**config.mk**
```make
export PLATFORM = sky130hd
export DESIGN_NAME = wsbs_top
export DESIGN_NICKNAME = d
export VERILOG_FILES = /design/src/wsbs_reply.v /design/src/wsbs_top.v
export VERILOG_INCLUDE_DIRS = /design/src /design/src/src
export SDC_FILE = /design/constraint.sdc
export NUM_CORES = 1
export LEC_CHECK = 0
export BUFFER_PORTS_ARGS = -buffer_cell sky130_fd_sc_hd__buf_2
export CAP_MARGIN = 20
export CORE_ASPECT_RATIO = 1.1
export CORE_UTILIZATION = 56
export DETAILED_ROUTE_END_ITERATION = 10
export PLACE_DENSITY = 0.86
export SLEW_MARGIN = 40
export SYNTH_ARGS = -nofsm -noshare
export SYNTH_HDL_FRONTEND = slang
export SYNTH_SLANG_ARGS = --single-unit
```
**constraint.sdc**
```tcl
create_clock -name i_mclk -period 3.8 [get_ports i_mclk]
set_input_delay 0.76 -clock i_mclk [delete_from_list [all_inputs] [get_ports i_mclk]]
set_output_delay 0.76 -clock i_mclk [all_outputs]
set_load 0.1 [all_outputs]
```
**src/wsbs_defines.vh**
```
`ifndef WSBS_DEFINES_VH
`define WSBS_DEFINES_VH
// command codes
`define WSBS_CMD_BATCH_OPEN 8'hbd
`define WSBS_CMD_BATCH_CLOSE 8'hbe
`define WSBS_CMD_STATUS 8'hcc
// reply codes
`define WSBS_WHEEL3_PREFIX 8'hfc
`define WSBS_SHUT1_OPEN 8'haa
`define WSBS_SHUT1_COND 8'hab
`define WSBS_SHUT1_CLOSED 8'hac
`define WSBS_SHUT2_OPEN 8'hba
`define WSBS_SHUT2_COND 8'hbb
`define WSBS_SHUT2_CLOSED 8'hbc
`define WSBS_MODE_NONE 8'hdb
`define WSBS_MODE_FAST 8'hdc
`define WSBS_MODE_SOFT 8'hdd
`define WSBS_MODE_ND 8'hde
// shutter state codes at the unit side
`define WSBS_SST_OPEN 2'h0
`define WSBS_SST_COND 2'h1
`define WSBS_SST_CLOSED 2'h2
// shutter mode codes at the unit side
`define WSBS_SMD_NONE 2'h0
`define WSBS_SMD_FAST 2'h1
`define WSBS_SMD_SOFT 2'h2
`define WSBS_SMD_ND 2'h3
// wheel byte fields
`define WSBS_WHEEL_BIT 7
`define WSBS_SPEED_MSB 6
`define WSBS_SPEED_LSB 4
`define WSBS_POS_MSB 3
`define WSBS_POS_LSB 0
`define WSBS_POS_MAX 4'h9
// batch and ND step count limits
`define WSBS_BATCH_MAX 3'h6
`define WSBS_ND_STEP_MIN 8'h01
`define WSBS_ND_STEP_MAX 8'h90
`endif

```
**src/wsbs_reply.v**
```verilog
`timescale 1ns/1ps
`default_nettype none
`include "wsbs_defines.vh"
module wsbs_reply (
    // clock and reset
    input wire i_mclk,
    input wire i_sys_rst,
    // request
    input wire i_start,
    input wire [4:0] i_installed,
    input wire [6:0] i_wheel1,
    input wire [6:0] i_wheel2,
    input wire [6:0] i_wheel3,
    input wire [1:0] i_shut1_state,
    input wire [1:0] i_shut2_state,
    input wire [1:0] i_shut1_mode,
    input wire [7:0] i_shut1_steps,
    // reply byte stream
    output reg [7:0] o_tx_data,
    output reg o_tx_valid,
    input wire i_tx_ready,
    output wire o_busy
);
    reg [3:0] step;
    reg [3:0] next_step;
    reg [7:0] next_byte;
    reg next_valid;

    function [7:0] wheel_byte;
        input msb;
        input [6:0] w;
        begin
            // speed and position fields
            wheel_byte = {msb, w[6:4], (w[3:0] > `WSBS_POS_MAX) ? 4'h0 : w[3:0]};
        end
    endfunction

    assign o_busy = (step != 4'h0) || o_tx_valid;

    // pick next byte, skipping absent units
    always @* begin
        next_step = step;
        next_byte = 8'h00;
        next_valid = 1'b0;
        case (step)
            4'h1: begin
                // [RQ6] status echo
                next_byte = `WSBS_CMD_STATUS;
                next_valid = 1'b1;
                next_step = 4'h2;
            end
            4'h2: begin
                // [RQ7] [RQ8] [RQ9] first wheel
                next_byte = wheel_byte(1'b0, i_wheel1);
                next_valid = i_installed[0];
                next_step = 4'h3;
            end
            4'h3: begin
                // [RQ10] second wheel
                next_byte = wheel_byte(1'b1, i_wheel2);
                next_valid = i_installed[1];
                next_step = 4'h4;
            end
            4'h4: begin
                // [RQ11] third wheel prefix
                next_byte = `WSBS_WHEEL3_PREFIX;
                next_valid = i_installed[2];
                next_step = 4'h5;
            end
            4'h5: begin
                next_byte = wheel_byte(1'b0, i_wheel3);
                next_valid = i_installed[2];
                next_step = 4'h6;
            end
            4'h6: begin
                // [RQ12] [RQ14] first shutter
                case (i_shut1_state)
                    `WSBS_SST_OPEN: next_byte = `WSBS_SHUT1_OPEN;
                    `WSBS_SST_COND: next_byte = `WSBS_SHUT1_COND;
                    default: next_byte = `WSBS_SHUT1_CLOSED;
                endcase
                next_valid = i_installed[3];
                next_step = 4'h7;
            end
            4'h7: begin
                // [RQ13] second shutter
                case (i_shut2_state)
                    `WSBS_SST_OPEN: next_byte = `WSBS_SHUT2_OPEN;
                    `WSBS_SST_COND: next_byte = `WSBS_SHUT2_COND;
                    default: next_byte = `WSBS_SHUT2_CLOSED;
                endcase
                next_valid = i_installed[4];
                next_step = 4'h8;
            end
            4'h8: begin
                // [RQ15] [RQ16] mode code
                case (i_shut1_mode)
                    `WSBS_SMD_FAST: next_byte = `WSBS_MODE_FAST;
                    `WSBS_SMD_SOFT: next_byte = `WSBS_MODE_SOFT;
                    `WSBS_SMD_ND: next_byte = `WSBS_MODE_ND;
                    default: next_byte = `WSBS_MODE_NONE;
                endcase
                next_valid = 1'b1;
                next_step = 4'h9;
            end
            4'h9: begin
                // port number
                next_byte = 8'h01;
                next_valid = 1'b1;
                next_step = (i_shut1_mode == `WSBS_SMD_ND) ? 4'ha : 4'h0;
            end
            4'ha: begin
                // [RQ16] microstep count
                if (i_shut1_steps < `WSBS_ND_STEP_MIN) begin
                    next_byte = `WSBS_ND_STEP_MIN;
                end else if (i_shut1_steps > `WSBS_ND_STEP_MAX) begin
                    next_byte = `WSBS_ND_STEP_MAX;
                end else begin
                    next_byte = i_shut1_steps;
                end
                next_valid = 1'b1;
                next_step = 4'h0;
            end
            default: begin
                next_step = 4'h0;
            end
        endcase
    end

    always @(posedge i_mclk) begin
        if (i_sys_rst) begin
            step <= 4'h0;
            o_tx_data <= 8'h00;
            o_tx_valid <= 1'b0;
        end else if (o_tx_valid) begin
            if (i_tx_ready) begin
                o_tx_valid <= 1'b0;
            end
        end else if (step == 4'h0) begin
            if (i_start) begin
                step <= 4'h1;
            end
        end else begin
            step <= next_step;
            o_tx_data <= next_byte;
            o_tx_valid <= next_valid;
        end
    end
endmodule // wsbs_reply
`default_nettype wire

```
**src/wsbs_top.v**
```verilog
// Summary of operation
// [RQ1] The host sends one to six wheel or shutter bytes between batch open and close.
// [RQ2] Each batch item is one byte, except the third wheel which is a prefix then a byte.
// [RQ3] Any subset of the three wheels and two shutters is accepted in a batch.
// [RQ4] Batch items are held and only issued, back to back, after the close byte.
// [RQ5] The status reply carries wheel and shutter bytes only for installed units.
// [RQ6] The first status reply byte echoes the status code 0xcc.
// [RQ7] The second reply byte is the first wheel with bit 7 clear, value 0 to 121.
// [RQ8] Bits 6 to 4 of each wheel status byte hold the speed 0 to 7.
// [RQ9] Bits 3 to 0 of each wheel status byte hold the position 0 to 9.
// [RQ10] The third reply byte is the second wheel with bit 7 set, value 128 to 249.
// [RQ11] The third wheel reports as 0xfc then a wheel byte with bit 7 clear.
// [RQ12] The first shutter reports 170 open, 171 conditional, 172 closed.
// [RQ13] The second shutter reports 186 open, 187 conditional, 188 closed.
// [RQ14] Conditional open means the shutter follows its own wheel's motion.
// [RQ15] The mode report is two or three bytes, 219 then port 1 when absent.
// [RQ16] Mode codes 220 fast, 221 soft, 222 neutral density plus a 1 to 144 step count.
// [RQ17] Batch open is 0xbd and batch close is 0xbe.
`timescale 1ns/1ps
`default_nettype none
`include "wsbs_defines.vh"
module wsbs_top (
    // clock and reset
    input wire i_mclk,
    input wire i_sys_rst,
    // received command bytes
    input wire [7:0] i_rx_data,
    input wire i_rx_valid,
    // reply bytes
    output wire [7:0] o_tx_data,
    output wire o_tx_valid,
    input wire i_tx_ready,
    // unit state
    input wire [4:0] i_installed,
    input wire [6:0] i_wheel1,
    input wire [6:0] i_wheel2,
    input wire [6:0] i_wheel3,
    input wire [1:0] i_shut1_state,
    input wire [1:0] i_shut2_state,
    input wire [1:0] i_shut1_mode,
    input wire [7:0] i_shut1_steps,
    // batch execution stream
    output reg [7:0] o_exec_data,
    output reg o_exec_third,
    output reg o_exec_valid,
    output reg o_batch_error,
    output wire o_batch_busy
);
    ////////////////////////////////////////////////////////////////
    reg [7:0] item_mem [0:5];
    reg [5:0] item_third;
    reg [2:0] count;
    reg [2:0] rd_ptr;
    reg collecting;
    reg executing;
    reg prefix_seen;
    reg status_go;
    wire reply_busy;

    // busy until the last executed item has left the port
    assign o_batch_busy = collecting || executing || o_exec_valid;

    ////////////////////////////////////////////////////////////////
    // batch collect and execute
    always @(posedge i_mclk) begin
        if (i_sys_rst) begin
            count <= 3'h0;
            rd_ptr <= 3'h0;
            item_third <= 6'h00;
            collecting <= 1'b0;
            executing <= 1'b0;
            prefix_seen <= 1'b0;
            status_go <= 1'b0;
            o_exec_data <= 8'h00;
            o_exec_third <= 1'b0;
            o_exec_valid <= 1'b0;
            o_batch_error <= 1'b0;
        end else begin
            o_exec_valid <= 1'b0;
            status_go <= 1'b0;
            if (executing) begin
                // [RQ4] issue held items back to back
                o_exec_data <= item_mem[rd_ptr];
                o_exec_third <= item_third[rd_ptr];
                o_exec_valid <= 1'b1;
                rd_ptr <= rd_ptr + 3'h1;
                if (rd_ptr + 3'h1 == count) begin
                    executing <= 1'b0;
                end
            end else if (i_rx_valid) begin
                if (!collecting) begin
                    // [RQ17] batch open code
                    if (i_rx_data == `WSBS_CMD_BATCH_OPEN) begin
                        collecting <= 1'b1;
                        count <= 3'h0;
                        item_third <= 6'h00;
                        prefix_seen <= 1'b0;
                        o_batch_error <= 1'b0;
                    end else if (i_rx_data == `WSBS_CMD_STATUS && !reply_busy) begin
                        status_go <= 1'b1;
                    end
                end else if (i_rx_data == `WSBS_CMD_BATCH_CLOSE) begin
                    // [RQ1] [RQ4] close starts execution
                    collecting <= 1'b0;
                    rd_ptr <= 3'h0;
                    executing <= (count != 3'h0) && !prefix_seen;
                    o_batch_error <= (count == 3'h0) || prefix_seen;
                end else if (i_rx_data == `WSBS_WHEEL3_PREFIX && !prefix_seen) begin
                    // [RQ2] third wheel prefix
                    prefix_seen <= 1'b1;
                end else if (count == `WSBS_BATCH_MAX) begin
                    collecting <= 1'b0;
                    o_batch_error <= 1'b1;
                end else begin
                    // [RQ2] [RQ3] store any unit item
                    item_mem[count] <= i_rx_data;
                    item_third[count] <= prefix_seen;
                    prefix_seen <= 1'b0;
                    count <= count + 3'h1;
                end
            end
        end
    end

    ////////////////////////////////////////////////////////////////
    // [RQ5] status reply generator
    wsbs_reply u_reply (
        .i_mclk(i_mclk),
        .i_sys_rst(i_sys_rst),
        .i_start(status_go),
        .i_installed(i_installed),
        .i_wheel1(i_wheel1),
        .i_wheel2(i_wheel2),
        .i_wheel3(i_wheel3),
        .i_shut1_state(i_shut1_state),
        .i_shut2_state(i_shut2_state),
        .i_shut1_mode(i_shut1_mode),
        .i_shut1_steps(i_shut1_steps),
        .o_tx_data(o_tx_data),
        .o_tx_valid(o_tx_valid),
        .i_tx_ready(i_tx_ready),
        .o_busy(reply_busy)
    );
endmodule // wsbs_top
`default_nettype wire

```
[Word level (Yosys, flattened, before mapping)]
Memories as Yosys holds them, arrays and structs flattened. A register that Yosys moved wholly into a read port is not among the register bits.
Cells that the tools add are included.
Word-level totals
  register bits: 32
  RAM bits: 48
  input bits: 52
  logic and storage cells: 150
  memories: 1
Memories
  item_mem: depth 6, width 8, read ports 1, clocked after memory_dff 1, write ports 1, RTL line wsbs_top.v:50  | reg [7:0] item_mem [0:5];
Operators by class
  add/sub/neg operators: 2
  magnitude comparators: 8
  equality and inequality tests: 28
  mux-type cells: 64
  bitwise logic cells: 4
  reductions and logical operators: 30
Operator list (number)
  case mux 8 bit (10 select lines): 1
  case mux 4 bit (9 select lines): 1
  2-to-1 mux 1 bit: 33
  equality test 8 bit (second input constant): 4
  2-to-1 mux 6 bit: 5
  2-to-1 mux 3 bit: 9
  2-to-1 mux 4 bit: 6
  equality test 4 x 3 -> 1 bit (second input constant): 4
  2-to-1 mux 8 bit: 2
  equality test 4 bit (second input constant): 3
  greater-than comparator 4 bit (second input constant): 3
  case mux 3 bit (2 select lines): 2
  AND reduction 5 bit: 2
  case mux 3 bit (3 select lines): 1
  equality test 4 x 2 -> 1 bit (second input constant): 2
  greater-than comparator 8 bit (second input constant): 1
  less-than comparator 3 x 4 -> 1 bit (second input constant): 2
  less-than comparator 8 x 1 -> 1 bit (second input constant): 1
  inequality test 2 bit (second input constant): 4
  nonzero test 2 bit: 4
  adder 3 x 1 -> 3 bit (second input constant): 2
  bitwise mux 6 bit: 1
  equality test 2 x 1 -> 1 bit (second input constant): 3
  inequality test 3 bit (second input constant): 2
  other kinds (24): 38

[Depth between registers and ports, before layout]
Gate-level depths: netlist of the first run.
  depth after elaboration: 9
  gate-level depth with buffers: 8
  depth with buffers taken out: 7

[Cells and area by module]
Synthesis of the first run repeated with hierarchy kept, for this count alone.
Unflattened totals
  cells, all modules: 426
  area total of the unflattened synthesis: 4504.3 µm²
By module, submodules not included
  wsbs_top: instances 1, cells an instance 249, area each 3220.6 µm², seq. area each 1981.9 µm²
  wsbs_reply: instances 1, cells an instance 177, area each 1283.7 µm², seq. area each 260.2 µm²

[Worst setup path before layout of the first run]
No wires, ideal clock.
  path type: input -> register
  from: input port i_rx_data[6]
  to: memory item_mem[0][0] (enable)
  arrival: 2.438 ns
  data required time: 3.430 ns
  setup slack: 0.992 ns
  cell stages on the path: 6
  buffers on the path: 1
  path through: and3b_4 -> a311o_1 -> or2_1 -> buf_2 -> or3_4 -> nor3_2
Between the ends
  cells in the longest elaborated chain, start to end: 9
  elaborated cells on any way between the ends: 10
  those cells by class: eq/ne: 2; mux: 7; reduce/logical: 1
Ends and longest elaborated chain
  from (decl): RTL line wsbs_top.v:27  | input wire [7:0] i_rx_data,
  equality test 8 bit (no source line)
  logical AND 1 bit: RTL line wsbs_top.v:108  | end else if (i_rx_data == `WSBS_WHEEL3_PREFIX && !prefix_seen) begin
  2-to-1 mux 1 bit: RTL line wsbs_top.v:108
  2-to-1 mux 1 bit *: RTL line wsbs_top.v:102  | end else if (i_rx_data == `WSBS_CMD_BATCH_CLOSE) begin
  2-to-1 mux 1 bit *: RTL line wsbs_top.v:91  | if (!collecting) begin
  2-to-1 mux 1 bit *: RTL line wsbs_top.v:90  | end else if (i_rx_valid) begin
  2-to-1 mux 1 bit *: RTL line wsbs_top.v:81  | if (executing) begin
  2-to-1 mux 1 bit *: RTL line wsbs_top.v:66  | if (i_sys_rst) begin
  2-to-1 mux 1 bit (implied by the code) *: RTL line wsbs_top.v:116  | item_mem[count] <= i_rx_data;
  to (decl): RTL line wsbs_top.v:50
Mark *: on every way between the ends. The rest lies on a longest branch, timed or not.

[Final worst setup path of the first run]
  from: register count[0]
  to: memory item_mem[0][5] (enable)
Between the ends
  cells in the longest elaborated chain, start to end: 9
Ends and longest elaborated chain
  from (decl): RTL line wsbs_top.v:52  | reg [2:0] count;
  from (signal assigned): RTL line wsbs_top.v:119  | count <= count + 3'h1;
  equality test 3 bit (no source line)
  2-to-1 mux 1 bit: RTL line wsbs_top.v:111  | end else if (count == `WSBS_BATCH_MAX) begin
  2-to-1 mux 1 bit: RTL line wsbs_top.v:108
  2-to-1 mux 1 bit: RTL line wsbs_top.v:102
  2-to-1 mux 1 bit: RTL line wsbs_top.v:91
  2-to-1 mux 1 bit: RTL line wsbs_top.v:90
  2-to-1 mux 1 bit: RTL line wsbs_top.v:81
  2-to-1 mux 1 bit: RTL line wsbs_top.v:66
  2-to-1 mux 1 bit (implied by the code): RTL line wsbs_top.v:116
Parallel ways exist; a longest one is shown, timed or not.

==> qor.txt, run 1 <==
Vias/cell: 6.21
Main synth FF type: edfxtp_1
startpoint types: flip-flop
synth top area cells: edfxtp_1, dfxtp_1, mux2i_1, mux4_2, nor2_1
# hold bufs at CTS: 0
sw power: 0.394 mW
clk_skew: 0.00668 ns
Overflow after GRT: 0
Final Hold Vio Count: 0
HP Class: reg2reg
Hold Path Origin: u_reply.o_tx_data[3]$_SDFFE_PP0P_
syn avg cell area: 10.8 um2
TritonCTS clock tree: yes
FF-to-FF Start: count[0]$_SDFFE_PP0P_
Crit Path Category: reg2reg
Area Growth Syn to Fin: 15.6%
hold depth: 1
CTS buffer count: 9
PwrDens: 370 nW/um2
Clock transition at path regs: 0.09 ns
clock buffer depth: 2
worst hold endpoint: u_reply.o_tx_data[3]$_SDFFE_PP0P_
Period minus WS final: 3.02 ns
Clk pwr share: 42.6%
fin util: 67.2%
vias in the first global route: 3412
# setup viols final: 0
Final Cycle Share: 79.5%
total wire length: 10500 um
commonest cells in the netlist: edfxtp_1, dfxtp_1, nor2_1, nand2_1
#FFs+latches synth: 88
post-synthesis cell type count: 64
largest net degree at the start of global routing: 32
Setup WS post-layout: 0.779 ns
YS warnings: 0
ratio of cells with drive above 1 in the final layout: 23.9%
root buf cell: clkbuf_8
FMAX: 331 MHz
drc violations: 0
# IOs: 73
# H-tree levels: 3
initial antenna violation count: 0
Routed Antenna Nets: 0
n_diodes: 0
P_leak: 1.85 nW
CP max stage delay: 0.56 ns
slowest stage cell, crit path: dfxtp_1
Die Span Y: 94.6 um
syn nets: 464
clk_lat worst skew: 0.36 ns
Initial Util: 58.1%
asr flop ratio synth: 0%
# resized after CTS: 0
worst path cell trace: inv_1 -> ha_1 -> a32o_1 -> or2_1 -> or3_4 -> nor3_2
Logic pwr share: 3.9%
TNS Setup: 0 ns
RSZ-0062 raised after global routing: false
Worst R2R End: item_mem[0][5]$_DFFE_PP_
CTS Sinks: 88
Seq pwr share: 53.5%
post-synth top area cell: edfxtp_1
die area: 8160 um2
crit path DAT: 3.01 ns
Netlist Area Pre-Place: 4370 um2
crit-path max FO: 9
placed cells: 562
Finished Layout Cells: 578
CP required: 3.79 ns
Overall Global Routing Usage: 27.6%
r2r worst-path depth: 6
top-count cell post-synth: edfxtp_1
sw frac: 21.1%
fin nets: 527
WL/cell: 18.1 um
area fraction of the dominant cell type after synthesis: 33.0%
maximum vdd drop: 236 uV
dpl ws: 0.542 ns
first-pass GRT wire length: 17000 um
detailed placement HPWL: 7390 um
Die Span X: 86.2 um
share of the yosys chip area belonging to registers: 51.3%
DRT Pass-1 Iters: 6
Relative slew margins: 48.9%
Crit. End Element: flip-flop
Worst Max-Slew Pin Slew: 0.765 ns
register-to-register setup slack: 0.78 ns
DRT iter0 DRCs: 342
Row Count: 33
Synth Instances: 405
total number of vias: 3590
P_int: 1.48 mW
max_cap viols: 0
EDFF count, synth: 48
status: completed
total core area: 7510 um2
PortBufs: 72
setup bufs post-CTS: 0
GPL Wtd Cong: 0.959
Slew Limit Fails: 0
## area by class of cell
cell class | instances | area [um2]
clock buffer | 9 | 124
clock inverter | 7 | 126
fill | 589 | 2470
inverter | 15 | 56.3
multi-input combinational | 278 | 1970
sequential | 88 | 2240
tap | 105 | 131
timing repair buffer | 76 | 390
## sequential cells by signal (all words and copies together) (netlist names)
register / flops
o_exec_third: 1
u_reply.step: 4
item_mem: 48
count: 3
item_third: 6
prefix_seen: 1
executing: 1
o_batch_error: 1
status_go: 1
o_exec_data: 8
u_reply.o_tx_valid: 1
u_reply.o_tx_data: 8
o_exec_valid: 1
collecting: 1
rd_ptr: 3
## worst max-delay path by stage
stage                           from                        to  slack [ns]
2_1_floorplan           i_rx_data[6]  item_mem[0][0]$_DFFE_PP_        0.99
3_3_place_gp            i_rx_data[6]  item_mem[5][0]$_DFFE_PP_        0.66
3_5_place_dp            i_rx_data[0]  item_mem[0][7]$_DFFE_PP_        0.54
4_1_cts        count[0]$_SDFFE_PP0P_  item_mem[0][5]$_DFFE_PP_        0.80
5_1_grt        count[0]$_SDFFE_PP0P_  item_mem[0][5]$_DFFE_PP_        0.63
6_report       count[0]$_SDFFE_PP0P_  item_mem[0][5]$_DFFE_PP_        0.78
## worst max-delay path: cells and delay by family (launching register included)
family,cells,cell delay (ns)
AND/OR/NAND/NOR,3,1.28
buffers and inverters,1,0.25
AO/OA/AOI/OAI,1,0.27
adder cells (fa/ha/maj),1,0.30
flip-flops,1,0.56
## stage by stage
stage	power, mW	hold slack [ns]	area (um2)
2_1_floorplan	1.05	0.434	4370
3_3_place_gp	1.09	0.438	4790
5_1_grt	1.93	0.471	5050
4_1_cts	1.87	0.459	5040
6_report	1.87	0.457	5050
3_5_place_dp	1.09	0.437	4790
## cell usage in the layout (no fill, tap or decap), types with 6 or more instances in the layout
master and instances:
clkbuf_8 9, inv_1 13, a21oi_1 24, nand3_1 11, o21ai_0 17, mux2i_1 24, edfxtp_1 48, nand2_1 29
a31oi_1 6, dfxtp_1 38, buf_2 72, nor2_1 37, ha_1 7, mux4_2 9, nor3_1 8
## cells by family (layout without fill, tap and decap cells)
family	Yosys count	count (layout)	synth area share (%)
AO/OA/AOI/OAI	91	91	14.1
XOR/XNOR	6	6	1.20
adder cells (fa/ha/maj)	7	7	2.01
buffers and inverters	39	107	3.44
flip-flops	88	88	51.3
multiplexers	34	34	10.4
AND/OR/NAND/NOR	140	140	17.5
## power groups by stage
stage | registers (mW) | clock network [mW] | logic (mW)
floorplan | 1.02 | 0 | 0.0246
global placement | 1.02 | 0 | 0.0677
detailed placement | 1.02 | 0 | 0.0702
CTS | 1.00 | 0.801 | 0.0708
global route | 1.00 | 0.846 | 0.0793
finish | 1.00 | 0.796 | 0.0726
## layer usage
layer  track usage (%)  vias up  share of wire [%]
li1                  -     1666                  -
met1              34.3     1755                 40
met2              47.7      154                 51
met3              7.69       15                7.3
met4              7.08        0                1.2
met5                 0        -                  0
No activity file was read; power rests on OpenSTA's default activity.
==> inputs of run 2 (changes only) <==
- CORE_UTILIZATION: 56 -> 51
- PLACE_DENSITY: 0.86 -> 0.83
- clock period: 3.8 -> 2.55 ns (I/O delays scaled with it)
==> run 2 against run 1 <==
Against the previous run:
- wire length up 3.1%
- final area up 4.9%
- clock-buffer cell count up 1
- clock skew up 0.0054 ns
- critical endpoint is now item_mem[4][6]$_DFFE_PP_
==> qor.txt, run 2 (synthesis results as in run 1) <==
status: completed
Die Span Y: 99.1 um
largest net degree at the start of global routing: 23
wire length on met3: 588 um
root buf cell: clkbuf_8
GPL Wtd Cong: 0.965
# hold bufs at CTS: 0
Period minus WS final: 2.24 ns
DRT iter0 DRCs: 174
Worst Max-Slew Pin Slew: 0.838 ns
P_leak: 1.99 nW
CTS Sinks: 88
crit path DAT: 2.31 ns
FMAX: 446 MHz
maximum vdd drop: 260 uV
# IOs: 73
total wire length: 10800 um
max_cap viols: 0
WL/cell: 17.7 um
Routed Antenna Nets: 0
setup bufs post-CTS: 0
Overall Global Routing Usage: 25.3%
initial antenna violation count: 0
clock buffer depth: 2
Area Growth Syn to Fin: 21.2%
number of flip-flops in the largest register: 48
Die Span X: 90.2 um
# setup viols final: 0
CTS buffer count: 9
worst path cell trace: ha_1 -> a32o_1 -> or2_1 -> or3_4 -> nor3_4 -> buf_12
vias in the first global route: 3623
CP max stage delay: 0.42 ns
RSZ-0062 raised after global routing: false
met2 routed WL: 5510 um
Row Count: 35
DRT Pass-1 Iters: 5
detailed placement HPWL: 8000 um
Final Cycle Share: 87.9%
HP Class: in2reg
Relative slew margins: 44.1%
DR top layer: met4
most frequent cells in the layout: buf_2, edfxtp_1, dfxtp_1, nor2_1, nand2_1
Clock transition at path regs: 0.08 ns
Overflow after GRT: 0
Final Hold Vio Count: 0
Fillers: 649
total number of vias: 3652
# H-tree levels: 3
M1 wire length: 4440 um
TritonCTS clock tree: yes
# resized after CTS: 0
total core area: 8320 um2
Setup WS post-layout: 0.308 ns
clk_skew: 0.0121 ns
startpoint types: flip-flop
Slew Limit Fails: 0
Crit Path Category: reg2reg
dpl ws: -0.0196 ns
final hold slack: 0.339 ns
PortBufs: 72
ratio of cells with drive above 1 in the final layout: 27.7%
slowest stage cell, crit path: dfxtp_1
Initial Util: 52.5%
clk_lat worst skew: 0.36 ns
most common cell after layout, fill and taps aside: buf_2
n_diodes: 0
drc violations: 0
die area: 8940 um2
Regs by FF count: item_mem: 48 flops, o_exec_data: 8 flops, u_reply.o_tx_data: 8 flops
PwrDens: 506 nW/um2
Pwr Total: 2.68 mW
family with the most delay on the worst path: simple AND/OR/NAND/NOR gates
Cell Area, Placed: 5070 um2
Crit. End Element: flip-flop
Vias/cell: 6.00
largest reg by FF count: item_mem
crit-path max FO: 8
final instance area: 5290 um2
CP required: 2.62 ns
crit path buf inv count: 1
fin nets: 552
first-pass GRT wire length: 17600 um
==> run 2: cell count changes in the layout (fill, tap and decap cells not counted), moves of 2 or more <==
| cell | previous run | this run |
|---|---|---|
| buf_4 | 4 | 25 |
| buf_12 | 0 | 4 |
| nor3_4 | 0 | 4 |
| dfxtp_1 | 38 | 40 |
| dfxtp_2 | 2 | 0 |
| nor3_1 | 8 | 6 |
| nor3_2 | 4 | 2 |
==> run 2: where the power goes <==
part / internal [mW] / total, mW / switching [mW]
clock network: 0.560 / 1.07 / 0.507
logic: 0.0520 / 0.121 / 0.0689
registers: 1.49 / 1.49 / 0.000275
total: 2.10 / 2.68 / 0.576
==> run 2: area by class of cell <==
class | count | area, um2 | share of cell area, %
tap | 111 | 139 | 2.62
inverter | 15 | 56.3 | 1.06
timing repair buffer | 101 | 628 | 11.9
sequential | 88 | 2240 | 42.4
clock buffer | 10 | 128 | 2.41
multi-input combinational | 278 | 2010 | 38.0
clock inverter | 6 | 91.3 | 1.73
==> run 2: per-stage QoR <==
step	util (%)	cells	TNS [ns]
2_1_floorplan	-	405	0
3_3_place_gp	61.0	593	0
3_5_place_dp	61.0	593	-0.156
4_1_cts	63.6	609	0
5_1_grt	63.6	609	0
6_report	63.6	609	0
==> run 2: worst paths after layout <==
path                                   start                       endpoint  slack (ns)  cells past startpoint
setup / recovery       count[1]$_SDFFE_PP0P_       item_mem[4][6]$_DFFE_PP_        0.31                      6
hold / removal                    i_tx_ready  u_reply.o_tx_valid$_SDFF_PP0_        0.34                      2
setup reg to reg       count[1]$_SDFFE_PP0P_       item_mem[4][6]$_DFFE_PP_        0.31                      6
hold reg to reg   item_third[4]$_SDFFE_PP0P_     item_third[4]$_SDFFE_PP0P_        0.46                      2
==> run 2: metal layers <==
metal	GRT usage, %	vias to the layer above
met4	9.93	0
met1	31.0	1773
met5	0	-
met3	5.63	24
li1	-	1718
met2	43.7	137
==> inputs of run 3 (changes only) <==
--- a/config.mk
+++ b/config.mk
@@ -18 +18,2 @@
 export SYNTH_SLANG_ARGS = --single-unit
+export TNS_END_PERCENT = 20
--- a/constraint.sdc
+++ b/constraint.sdc
@@ -3,2 +3,2 @@
 set_output_delay 0.51 -clock i_mclk [all_outputs]
-set_load 0.1 [all_outputs]
+set_load 0.02 [all_outputs]
==> run 3 against run 2 <==
Against the previous run:
- cell count stayed put
- final area stayed put
- clock skew is 0.00050 ns higher
- global-route usage is 0.084 points lower
- via count is 0.41% lower
- sequential share of layout area stayed put
- die area stayed put
- utilization stayed put
- clock power hardly changed
- wire length is 0.36% lower
- sequential cell count stayed put
- largest cell class unchanged
- largest power group unchanged
==> qor.txt, run 3 (synthesis results as in run 1) <==
die area: 8940 um2
first-pass GRT wire length: 17600 um
Crit Path Category: reg2reg
WP depth: 6
fin util: 63.6%
maximum vdd drop: 259 uV
Die Span X: 90.2 um
TritonCTS clock tree: yes
# IOs: 73
Overall Global Routing Usage: 25.3%
slowest stage cell, crit path: dfxtp_1
r2r worst-path depth: 6
clk_skew: 0.0126 ns
DRT Pass-1 Iters: 5
PwrDens: 505 nW/um2
number of flip-flops in the largest register: 48
# setup viols final: 0
detailed placement HPWL: 8000 um
root buf cell: clkbuf_8
Final Cycle Share: 88.4%
CTS Sinks: 88
P_leak: 1.99 nW
Row Count: 35
most frequent cells in the layout: buf_2, edfxtp_1, dfxtp_1, nor2_1, nand2_1
Worst Max-Slew Pin Slew: 0.838 ns
family with the most delay on the worst path: simple AND/OR/NAND/NOR gates
storage element area: 2240 um2
largest reg by FF count: item_mem
# hold bufs at CTS: 0
n_diodes: 0
# resized after CTS: 0
HP Class: in2reg
Overflow after GRT: 0
drc violations: 0
Regs by FF count: item_mem: 48 flops, o_exec_data: 8 flops, u_reply.o_tx_data: 8 flops
Initial Util: 52.5%
status: completed
clk_lat worst skew: 0.36 ns
most common cell after layout, fill and taps aside: buf_2
register-to-register setup slack: 0.30 ns
GPL Wtd Cong: 0.965
Die Span Y: 99.1 um
crit-path max FO: 8
fin nets: 552
worst path cell trace: ha_1 -> a32o_1 -> or2_1 -> or3_4 -> nor3_4 -> buf_12
total wire length: 10800 um
Area Growth Syn to Fin: 21.2%
CP required: 2.62 ns
ratio of cells with drive above 1 in the final layout: 27.7%
DRT iter0 DRCs: 173
Slew Limit Fails: 0
Fillers: 649
hold depth: 2
Multi-input gate area: 2010 um2
# H-tree levels: 3
Relative slew margins: 44.1%
Period minus WS final: 2.25 ns
vias in the first global route: 3627
crit path DAT: 2.32 ns
initial antenna violation count: 0
startpoint types: flip-flop
Clock transition at path regs: 0.08 ns
total number of vias: 3637
clock buffer depth: 2
CP max stage delay: 0.43 ns
CTS buffer count: 9
Routed Antenna Nets: 0
RSZ-0062 raised after global routing: false
Vias/cell: 5.97
setup bufs post-CTS: 0
total core area: 8320 um2
Final Hold Vio Count: 0
largest net degree at the start of global routing: 23
crit path buf inv count: 1
Crit. End Element: flip-flop
Pwr Total: 2.67 mW
FMAX: 444 MHz
PortBufs: 72
WL/cell: 17.7 um
max_cap viols: 0
run 3: cell counts in the layout (fill, tap and decap cells not counted):
No cell type changed its count.
run 3: stage by stage:
step,instance area [um2],instances,setup TNS [ns],setup slack (ns),hold WS (ns)
floorplan,4410,405,0,0.0335,0.434
global placement,5070,593,0,0.0310,0.439
global route,5290,609,0,0.204,0.336
detailed placement,5070,593,-0.156,-0.0196,0.452
finish,5290,609,0,0.296,0.341
CTS,5290,609,0,0.315,0.332
run 3: layer usage:
layer  GRT usage (%)  up-vias  wire [um]
met5               0        -          0
met4            11.4        0        305
met3            4.32       31        579
met2            43.7      132       5540
met1            31.0     1756       4340
li1                -     1718          -
run 3: final timing paths:
path                                    from                            end
setup / recovery       count[1]$_SDFFE_PP0P_       item_mem[4][6]$_DFFE_PP_
hold / removal                    i_tx_ready  u_reply.o_tx_valid$_SDFF_PP0_
setup reg to reg       count[1]$_SDFFE_PP0P_       item_mem[4][6]$_DFFE_PP_
hold reg to reg   item_third[4]$_SDFFE_PP0P_     item_third[4]$_SDFFE_PP0P_
run 3: area by class of cell:
cell class	count	area share (%)
Tap cell	111	2.62
Clock buffer	10	2.41
Sequential cell	88	42.4
Clock inverter	6	1.73
Inverter	15	1.06
Multi-Input combinational cell	278	38.0
Timing Repair Buffer	101	11.9
run 3: where the power goes:
part | internal [mW] | leakage [nW] | switching [mW]
clock network | 0.560 | 0.111 | 0.502
logic | 0.0520 | 1.12 | 0.0685
registers | 1.49 | 0.753 | 0.000280
